==> config.mk <==
export PLATFORM = sky130hd
export DESIGN_NAME = opc_port_control
export DESIGN_NICKNAME = d
export VERILOG_FILES = /design/src/logic/opc_pkg.sv /design/src/logic/opc_sync_pulse.sv /design/src/logic/opc_port_control.sv
export VERILOG_INCLUDE_DIRS = /design/src /design/src/logic
export SDC_FILE = /design/constraint.sdc
export NUM_CORES = 1
export LEC_CHECK = 0
export BUFFER_PORTS_ARGS = -buffer_cell sky130_fd_sc_hd__buf_2
export CORE_MARGIN = 2
export CORE_UTILIZATION = 30
export CTS_BUF_LIST = sky130_fd_sc_hd__clkbuf_2
export DETAILED_ROUTE_END_ITERATION = 8
export PLACE_DENSITY = 0.59
export SLEW_MARGIN = 20
export SYNTH_ARGS = -nofsm -noshare
export SYNTH_HDL_FRONTEND = slang
export SYNTH_SLANG_ARGS = --single-unit
==> constraint.sdc <==
create_clock -name mclk -period 1.93 [get_ports mclk]
set_input_delay 0.0965 -clock mclk [delete_from_list [all_inputs] [get_ports mclk]]
set_output_delay 0.0965 -clock mclk [all_outputs]
set_load 0.05 [all_outputs]
==> src/logic/opc_regs.svh <==
// constants for the otg port control register block
// assumes a 16-bit command/data port driven by the local processor interface
`ifndef OPC_REGS_SVH
`define OPC_REGS_SVH
`define OPC_CMD_READ       8'h62
`define OPC_CMD_WRITE      8'he2
`define OPC_BIT_SE0_EN     11
`define OPC_BIT_SRP_DET_EN 10
`define OPC_BIT_SRP_SEL    9
`define OPC_BIT_ENG_SEL    8
`define OPC_BIT_PD_DM      7
`define OPC_BIT_PD_DP      6
`define OPC_BIT_AUTO_CONN  5
`define OPC_BIT_LOCAL_DP_PULLUP   4
`define OPC_BIT_SRC_SEL    3
`define OPC_BIT_DISCHRG    2
`define OPC_BIT_CHRG       1
`define OPC_BIT_VBUS_DRIVE_ENABLE   0
`define OPC_WRITE_MASK     16'h0fff
`define OPC_RESET_VALUE    16'h01c0
`define OPC_SE0_TIME_NS    10000
`define OPC_CLK_NS         20
`define OPC_SE0_CYCLES     (`OPC_SE0_TIME_NS / `OPC_CLK_NS)
`endif

==> src/logic/opc_pkg.sv <==
// types shared by the otg port control block
// assumes opc_regs.svh for all numeric constants
`default_nettype none
package opc_pkg;
  typedef logic [15:0] opc_word_t;
  typedef logic [7:0]  opc_cmd_t;
  typedef enum logic [1:0] {
    OPC_IDLE = 2'b00,
    OPC_SE0  = 2'b01
  } opc_se0_state_e;
endpackage
`default_nettype wire

==> src/logic/opc_sync_pulse.sv <==
// rising-edge detector for a port event input
// assumes the event input is synchronous to mclk
`timescale 1ns/1ns
`default_nettype none
module opc_sync_pulse (
  input  wire logic mclk,
  input  wire logic rst_n,
  input  wire logic level_in,
  output var  logic pulse_out
);
  logic last_reg;

  always_ff @(posedge mclk or negedge rst_n) begin
    if (!rst_n) begin
      last_reg  <= 1'b0;
      pulse_out <= 1'b0;
    end else begin
      last_reg  <= level_in;
      pulse_out <= level_in & ~last_reg;
    end
  end
endmodule
`default_nettype wire

==> src/logic/opc_port_control.sv <==
// otg port control register and the port logic it steers
// assumes command strobes from the register port, events from the port transceiver
`timescale 1ns/1ns
`default_nettype none
`include "opc_regs.svh"
// Contract
// RL1 - with reset enable set, drive SE0 after a remote connect; else none
// RL2 - software clears pull-up, waits 50us, sets reset enable, picks host engine
// RL3 - A-device with srp detect enabled sets the srp detected flag on SRP
// RL4 - srp method select: 0 VBUS pulsing, 1 data line pulsing
// RL5 - engine select: 0 host engine, 1 peripheral engine on transceiver
// RL6 - dm pull-down control connects the DM pull-down when 1
// RL7 - dp pull-down control connects the DP pull-down when 1
// RL8 - A-device with auto connect sets DP pull-up on remote disconnect
// RL9 - software sets local connect before clearing auto connect
// RL10 - local connect drives the DP pull-up resistor
// RL11 - A-device source select: 0 charge pump, 1 external 5 V
// RL12 - with external source, host power switch follows vbus drive
// RL13 - vbus drive enables the selected source onto VBUS
// RL14 - register read with command 62, written with command e2
// RL15 - bits 15 to 12 read zero and ignore writes
module opc_port_control (
  input  wire logic            mclk,
  input  wire logic            rst_n,
  input  wire logic            cmd_valid,
  input  wire opc_pkg::opc_cmd_t  cmd_code,
  input  wire opc_pkg::opc_word_t wr_data,
  input  wire logic            is_a_device,
  input  wire logic            remote_connect,
  input  wire logic            remote_disconnect,
  input  wire logic            vbus_pulse_seen,
  input  wire logic            data_pulse_seen,
  input  wire logic            srp_flag_clear,
  output var  opc_pkg::opc_word_t rd_data,
  output var  logic            rd_valid,
  output var  logic            drive_se0,
  output var  logic            srp_detected_flag,
  output var  logic            engine_select,
  output var  logic            dm_pulldown_on,
  output var  logic            dp_pulldown_on,
  output var  logic            dp_pullup_on,
  output var  logic            charge_pump_on,
  output var  logic            host_power_switch_out_n,
  output var  logic            vbus_discharge_on,
  output var  logic            vbus_charge_on
);
  import opc_pkg::*;

  opc_word_t      ctrl_reg;
  opc_se0_state_e se0_state_reg;
  logic [8:0]     se0_cnt_reg;
  logic           auto_up_reg;
  logic           conn_pulse;
  logic           disc_pulse;
  logic           wr_hit;
  logic           rd_hit;
  logic           srp_event;

  assign wr_hit = cmd_valid && (cmd_code == `OPC_CMD_WRITE); // [RL14]
  assign rd_hit = cmd_valid && (cmd_code == `OPC_CMD_READ);  // [RL14]

  opc_sync_pulse u_conn (
    .mclk      (mclk),
    .rst_n     (rst_n),
    .level_in  (remote_connect),
    .pulse_out (conn_pulse)
  );

  opc_sync_pulse u_disc (
    .mclk      (mclk),
    .rst_n     (rst_n),
    .level_in  (remote_disconnect),
    .pulse_out (disc_pulse)
  );

  // reserved bits never stored, so they read zero
  always_ff @(posedge mclk or negedge rst_n) begin
    if (!rst_n) begin
      ctrl_reg <= `OPC_RESET_VALUE;
    end else if (wr_hit) begin
      ctrl_reg <= wr_data & `OPC_WRITE_MASK; // [RL15]
    end
  end

  always_ff @(posedge mclk or negedge rst_n) begin
    if (!rst_n) begin
      rd_data  <= 16'h0000;
      rd_valid <= 1'b0;
    end else begin
      rd_valid <= rd_hit;
      if (rd_hit) begin
        rd_data <= ctrl_reg & `OPC_WRITE_MASK; // [RL14] [RL15]
      end
    end
  end

  // se0 burst length is a chosen figure; a bus reset needs at least 10 us
  always_ff @(posedge mclk or negedge rst_n) begin
    if (!rst_n) begin
      se0_state_reg <= OPC_IDLE;
      se0_cnt_reg   <= 9'h000;
      drive_se0     <= 1'b0;
    end else begin
      case (se0_state_reg)
        OPC_IDLE: begin
          drive_se0 <= 1'b0;
          if (conn_pulse && ctrl_reg[`OPC_BIT_SE0_EN]) begin // [RL1]
            se0_state_reg <= OPC_SE0;
            se0_cnt_reg   <= 9'(`OPC_SE0_CYCLES - 1);
            drive_se0     <= 1'b1;
          end
        end
        OPC_SE0: begin
          if (se0_cnt_reg == 9'h000) begin
            se0_state_reg <= OPC_IDLE;
            drive_se0     <= 1'b0;
          end else begin
            se0_cnt_reg <= se0_cnt_reg - 9'h001;
          end
        end
        default: begin
          se0_state_reg <= OPC_IDLE;
          drive_se0     <= 1'b0;
        end
      endcase
    end
  end

  assign srp_event = ctrl_reg[`OPC_BIT_SRP_SEL] ? data_pulse_seen : vbus_pulse_seen; // [RL4]

  // set wins over a clear in the same cycle
  always_ff @(posedge mclk or negedge rst_n) begin
    if (!rst_n) begin
      srp_detected_flag <= 1'b0;
    end else if (is_a_device && ctrl_reg[`OPC_BIT_SRP_DET_EN] && srp_event) begin
      srp_detected_flag <= 1'b1; // [RL3]
    end else if (srp_flag_clear) begin
      srp_detected_flag <= 1'b0;
    end
  end

  // auto pull-up latched until the auto field or is_a_device is cleared
  always_ff @(posedge mclk or negedge rst_n) begin
    if (!rst_n) begin
      auto_up_reg <= 1'b0;
    end else if (!ctrl_reg[`OPC_BIT_AUTO_CONN] || !is_a_device) begin
      auto_up_reg <= 1'b0;
    end else if (disc_pulse) begin
      auto_up_reg <= 1'b1; // [RL8]
    end
  end

  always_ff @(posedge mclk or negedge rst_n) begin
    if (!rst_n) begin
      engine_select           <= 1'b1;
      dm_pulldown_on          <= 1'b1;
      dp_pulldown_on          <= 1'b1;
      dp_pullup_on            <= 1'b0;
      charge_pump_on          <= 1'b0;
      host_power_switch_out_n <= 1'b1;
      vbus_discharge_on       <= 1'b0;
      vbus_charge_on          <= 1'b0;
    end else begin
      engine_select     <= ctrl_reg[`OPC_BIT_ENG_SEL]; // [RL5]
      dm_pulldown_on    <= ctrl_reg[`OPC_BIT_PD_DM];   // [RL6]
      dp_pulldown_on    <= ctrl_reg[`OPC_BIT_PD_DP];   // [RL7]
      dp_pullup_on      <= ctrl_reg[`OPC_BIT_LOCAL_DP_PULLUP] | auto_up_reg; // [RL10] [RL8]
      // only an A-device may source VBUS; gated here as a safety net
      charge_pump_on    <= is_a_device & ctrl_reg[`OPC_BIT_VBUS_DRIVE_ENABLE]
                           & ~ctrl_reg[`OPC_BIT_SRC_SEL]; // [RL11] [RL13]
      host_power_switch_out_n <= ~(is_a_device & ctrl_reg[`OPC_BIT_VBUS_DRIVE_ENABLE]
                                 & ctrl_reg[`OPC_BIT_SRC_SEL]); // [RL12] [RL13]
      vbus_discharge_on <= ~is_a_device & ctrl_reg[`OPC_BIT_DISCHRG];
      vbus_charge_on    <= ~is_a_device & ctrl_reg[`OPC_BIT_CHRG];
    end
  end

  property p_se0_on_connect;
    @(posedge mclk) disable iff (!rst_n)
      (conn_pulse && ctrl_reg[`OPC_BIT_SE0_EN] && se0_state_reg == OPC_IDLE) |=> drive_se0;
  endproperty
  a_se0_on_connect: assert property (p_se0_on_connect) else $error("no se0 after connect"); // [RL1]

  property p_no_se0_disabled;
    @(posedge mclk) disable iff (!rst_n)
      (se0_state_reg == OPC_IDLE && !(conn_pulse && ctrl_reg[`OPC_BIT_SE0_EN])) |=> !drive_se0;
  endproperty
  a_no_se0_disabled: assert property (p_no_se0_disabled) else $error("se0 without cause"); // [RL1]

  property p_srp_set;
    @(posedge mclk) disable iff (!rst_n)
      (is_a_device && ctrl_reg[`OPC_BIT_SRP_DET_EN] && srp_event) |=> srp_detected_flag;
  endproperty
  a_srp_set: assert property (p_srp_set) else $error("srp flag not set"); // [RL3]

  property p_srp_method;
    @(posedge mclk) disable iff (!rst_n)
      (!srp_detected_flag ##1 srp_detected_flag) |->
        $past(ctrl_reg[`OPC_BIT_SRP_SEL] ? data_pulse_seen : vbus_pulse_seen);
  endproperty
  a_srp_method: assert property (p_srp_method) else $error("srp set by wrong method"); // [RL4]

  property p_engine;
    @(posedge mclk) disable iff (!rst_n)
      wr_hit |=> ##1 (engine_select == $past(wr_data[`OPC_BIT_ENG_SEL], 2));
  endproperty
  a_engine: assert property (p_engine) else $error("engine select wrong"); // [RL5] [RL14]

  property p_pulldowns;
    @(posedge mclk) disable iff (!rst_n)
      ##1 (dm_pulldown_on == $past(ctrl_reg[`OPC_BIT_PD_DM])) &&
          (dp_pulldown_on == $past(ctrl_reg[`OPC_BIT_PD_DP]));
  endproperty
  a_pulldowns: assert property (p_pulldowns) else $error("pull-down mismatch"); // [RL6] [RL7]

  property p_auto_up;
    @(posedge mclk) disable iff (!rst_n)
      (disc_pulse && is_a_device && ctrl_reg[`OPC_BIT_AUTO_CONN]) |=> ##1 dp_pullup_on;
  endproperty
  a_auto_up: assert property (p_auto_up) else $error("no auto pull-up"); // [RL8]

  property p_local_conn;
    @(posedge mclk) disable iff (!rst_n)
      (!auto_up_reg && ctrl_reg[`OPC_BIT_LOCAL_DP_PULLUP] == 1'b0) |=> !dp_pullup_on;
  endproperty
  a_local_conn: assert property (p_local_conn) else $error("pull-up without cause"); // [RL10]

  property p_vbus_source;
    @(posedge mclk) disable iff (!rst_n)
      !(charge_pump_on && !host_power_switch_out_n);
  endproperty
  a_vbus_source: assert property (p_vbus_source) else $error("both vbus sources on"); // [RL11] [RL12] [RL13]

  property p_reserved;
    @(posedge mclk) disable iff (!rst_n)
      rd_valid |-> (rd_data[15:12] == 4'h0);
  endproperty
  a_reserved: assert property (p_reserved) else $error("reserved bits nonzero"); // [RL15]

  c_se0: cover property (@(posedge mclk) disable iff (!rst_n) drive_se0 ##1 !drive_se0);
  c_srp: cover property (@(posedge mclk) disable iff (!rst_n) !srp_detected_flag ##1 srp_detected_flag);
  c_auto: cover property (@(posedge mclk) disable iff (!rst_n) auto_up_reg);
  c_ext: cover property (@(posedge mclk) disable iff (!rst_n) !host_power_switch_out_n);
endmodule
`default_nettype wire

# Yosys cells after proc, flatten, opt, wreduce, memory -nomap -nowiden
# Index checks and enable logic that the tools add are counted.
dict set report classes {
  n_addsub 1
  n_mul 0
  div 0
  magnitude_cmp 0
  eq_ne 6
  n_shift 0
  n_mux 14
  bitwise_logic 13
  reduce_logical 15
}
# cell count
set ops {}
lappend ops {{two-way mux 9 bit} 2}
lappend ops {{one-hot mux 9 bit (2 select lines)} 1}
lappend ops {{zero test 9 bit} 1}
lappend ops {{subtractor 9 x 1 -> 9 bit (second input constant)} 1}
lappend ops {{equality test 8 x 7 -> 1 bit (second input constant)} 1}
lappend ops {{equality test 8 bit (second input constant)} 1}
lappend ops {{AND 1 bit} 7}
lappend ops {{two-way mux 1 bit} 7}
lappend ops {{!= test 2 bit (second input constant)} 3}
lappend ops {{nonzero test 2 bit} 3}
lappend ops {{logical AND 1 bit} 5}
lappend ops {{inverter 1 bit} 5}
lappend ops {{two-way mux 2 bit} 2}
lappend ops {{one-hot mux 2 bit (2 select lines)} 1}
lappend ops {{AND reduction 3 bit} 1}
lappend ops {{equality test 2 x 1 -> 1 bit (second input constant)} 1}
lappend ops {{zero test 1 bit} 2}
lappend ops {{zero test 2 bit} 1}
lappend ops {{one-hot mux 1 bit (2 select lines)} 1}
lappend ops {{AND reduction 2 bit} 1}
lappend ops {{logical OR 1 bit} 1}
lappend ops {{bitwise OR 1 bit} 1}
dict set report word_totals {
  reg_bits 51
  latch_bits 0
  mem_bits_rw 0
  mem_bits_ro 0
  inputBits 33
  output_inout_bits 27
  elab_cells 69
  memories 0
}

# Depth between registers and ports, before layout
dict set report depth {
  depth_word 3
  mapped_depth 7
  ltp_nobuf 6
}

# Modules after synthesis
# Synthesis repeated with hierarchy kept, for this count alone.
dict set report hier_totals {
  cells_unflattened 150
  hier_area_um2 2063.2
}
# module n_inst cells_each area_each_um2 seq_area_each_um2
set by_module_without_submodules {}
lappend by_module_without_submodules {opc_port_control 1 144 1935.6 1159.9}
lappend by_module_without_submodules {opc_sync_pulse 2 3 63.8 50.0}

# Least setup slack after synthesis
# OpenSTA, ideal clock, no wires.
dict set report synth_timing {
  path_kind {register to register}
  from {reg se0_cnt_reg[0]}
  to {reg se0_cnt_reg[6]}
  setup_ps 125
  t_arrival_ps 1723
  t_required_ps 1805
  path_slack_ps 82
  stages_incl_launch_ff 8
  path_buffers 1
  path_cell_list {dfrtp_1 -> inv_1 -> ha_1 -> or3b_2 -> o31a_1 -> buf_6 -> and3_4 -> mux2i_1}
}
dict set report synth_via {
  elab_chain_len 3
  elab_cells_between_ends 6
}
# item line
set synth_rtl {}
lappend synth_rtl {{start: declaration} opc_port_control.sv:51} ;# logic [8:0] se0_cnt_reg;
lappend synth_rtl {{start signal: assignment} opc_port_control.sv:109} ;# se0_cnt_reg <= 9'(`OPC_SE0_CYCLES - 1);
lappend synth_rtl {{start signal: assignment} opc_port_control.sv:118} ;# se0_cnt_reg <= se0_cnt_reg - 9'h001;
lappend synth_rtl {{subtractor 9 x 1 -> 9 bit / zero test 9 bit (equally long branches)} {opc_port_control.sv:118, opc_port_control.sv:114}}
lappend synth_rtl {{two-way mux 9 bit / != test 2 bit (equally long branches)} -}
lappend synth_rtl {{one-hot mux 9 bit (2 select lines) / AND reduction 3 bit (equally long branches)} -}
# Parallel ways exist; a longest one is shown, timed or not. The select of a mux whose other input is x is not followed.
# A chain may end at the register's enable or synchronous reset.

# Final worst setup path
# Same ends and word-level chain as after synthesis.

==> metrics <==
status=complete, no violations; Avg WL per Cell=12.4 um; Max Freq=532 MHz; first-pass GRT wire length=6240 um; TritonCTS Buffers=5; H-tree levels=2; clock tree buffer depth=2; Top Metal Used=met4; CP Launch Type=flop; IO Pins=60; Post-Syn Instances=141; EDFF count, synth=0; via count=1,356; post-route minimum period=1880 ps; Area growth syn-to-layout=33.7%; synth unique cells=32; drt first-iter violations=49; FP Rows=29; largest net degree at the start of global routing=27; VDD IR max=322 uV; period utilization=97.4%; sequential share of the synthesized area=64.6%; area share of the leading cell type in the synthesized netlist=55.1%; most common cell in the synthesized netlist=dfrtp_1; synthesized area=1950 um2; CP Launch Point=se0_cnt_reg[0]; Initial Util=30.9%; Die Height=84.7 um; kind of critical path=flop to flop; Syn. warnings=0; Ant. Diodes=0; Worst-path clk slew=240 ps; #FFs+latches synth=50; Final ANT Viol Nets=0; gr usage total=10.9%; Leak=1.38 nW; GP Congestion=0.802; Hold Startpoint=cmd_code[2]; root buf cell=clkbuf_2; CTS tree=built; Worst setup EP type=flop; WP data required=2260 ps; Yosys top cell by area=dfrtp_1; core area=6310 um2; grt ovf=0; Layout Cells excl Fill=300; ys async rst share=100%; number of clock sinks=50; fill count=635; Post-synth top flop=dfrtp_1; Worst slew margin=61.2%; Area contributors post-synth=dfrtp_1, mux2_2, dfstp_2; Pins Over Slew Limit=0; initial antenna violation count=0; crit path DAT=2210 ps; Max Cap Violations=0; Hold Vio Cnt, Final=0; PD cells=878 nW/um2; Die W=84.7 um; hold crit path type=input port to flop; Core Util, Final=41.3%; Worst-Margin Slew=582 ps; synthesized area per cell=13.8 um2; Setup Skew=22.3 ps; Vias/cell=4.52; Die Area=7170 um2; # port buffers=51; placed instance count=270; top post-synthesis cells by count=dfrtp_1, mux2_2, nand2_1, dfstp_2, nor2_1; final setup fails=0; clk_lat worst skew=410 ps; layout cells sized above 1=46.2%; met2 WL post-DR=1810 um; critical path peak fanout=5; met3 WL=195 um; RR Startpoint=se0_cnt_reg[0]; nets=256; 1st-pass router iterations=4; Metal-1 WL=1660 um; DRC=0; HPWL after detailed placement=2590 um; vias in the first global route=1,378; Routed WL=3710 um
[layout make-up]
class	count	area (um2)	share of cell area, %
timing repair buffer	78	536	20.5
multi-input combinational	84	641	24.6
clock buffer	7	35.0	1.34
sequential	50	1260	48.3
tap	77	96.3	3.69
clock inverter	1	30.0	1.15
inverter	3	11.3	0.432
[worst max-delay path, stage by stage, from the launching register on]
cell and delay (ps):
dfrtp_1 430, inv_1 60, ha_1 180, or3b_4 400
o31a_1 300, buf_4 160, and3_4 180, mux2i_1 100
[logic make-up after synthesis]
| group | Yosys count | share of synthesized area [%] |
|---|---|---|
| AO/OA/AOI/OAI | 10 | 3.40 |
| multiplexers | 29 | 16.4 |
| AND/OR/NAND/NOR | 40 | 11.5 |
| other | 1 | 0.192 |
| adder cells (fa/ha/maj) | 1 | 0.641 |
| buffers and inverters | 10 | 3.33 |
| flip-flops | 50 | 64.6 |
[cell usage in the layout, fill, tap and decap left out]
cell            count
o31a_1              1
a31oi_1             1
or3b_4              1
dfstp_2             7
clkbuf_2            7
a21oi_1             2
inv_1               3
nor4_1              2
nand3_1             1
nor3b_1             1
o31ai_1             2
dlygate4sd3_1      19
or4b_1              1
buf_4               5
conb_1              4
nor2b_1             4
or4_4               1
buf_12              2
dlymetal6s2s_1      1
nor3_2              1
ha_1                1
bufinv_16           1
o21ai_0             2
and3_4              1
mux2_2             24
o211a_1             1
o22ai_1             1
nand2_1            13
nor2_1              7
nor3_1              2
nand4b_1            2
or2_2               2
dfrtp_1            43
buf_2              51
mux2i_1             5
nand3b_1            1
[path summary, 6_finish.rpt]
kind / end / slack, ps / cells after the start
worst max-delay path: se0_cnt_reg[6] / 50 / 7
worst min register to register: engine_select / 390 / 0
max in group asynchronous: dp_pulldown_on / 1160 / 3
min in group asynchronous: rd_data[6] / 170 / 2
worst max register to register: se0_cnt_reg[6] / 50 / 7
worst min-delay path: rd_valid / 120 / 4
[power by group]
part | switching (W) | internal (W) | total [W] | leakage [nW]
clock | 0.000320 | 0.000231 | 0.000551 | 0.0432
combinational | 0.000232 | 0.000237 | 0.000469 | 0.688
sequential | 0.000101 | 0.00117 | 0.00127 | 0.649
[through the flow]
stage / setup TNS [ps] / area [um2] / hold slack (ps) / power (W) / setup slack, ps
finish: 0 / 2610 / 124 / 0.00229 / 49.5
global route: -54.8 / 2610 / 66.9 / 0.00245 / -29.5
CTS: 0 / 2580 / 88.8 / 0.00229 / 0.795
detailed placement: 0 / 2320 / 139 / 0.00170 / 36.5
global placement: 0 / 2320 / 132 / 0.00168 / 45.4
floorplan: 0 / 1960 / -199 / 0.00156 / 82.1
[metal layers]
layer | up-vias | global-route usage, %
met5 | - | 0
met4 | 0 | 3.03
met3 | 5 | 3.54
met2 | 40 | 18.5
met1 | 667 | 13.2
li1 | 644 | -
[what timing repair did]
item	4_1_cts	5_1_grt
hold endpoints to repair	46	0
buffers inserted	0	3
endpoints found under the setup margin	0	7
gates resized for setup	0	1
hold buffers	19	0
Note: power is estimated with default switching activity, not from simulation.
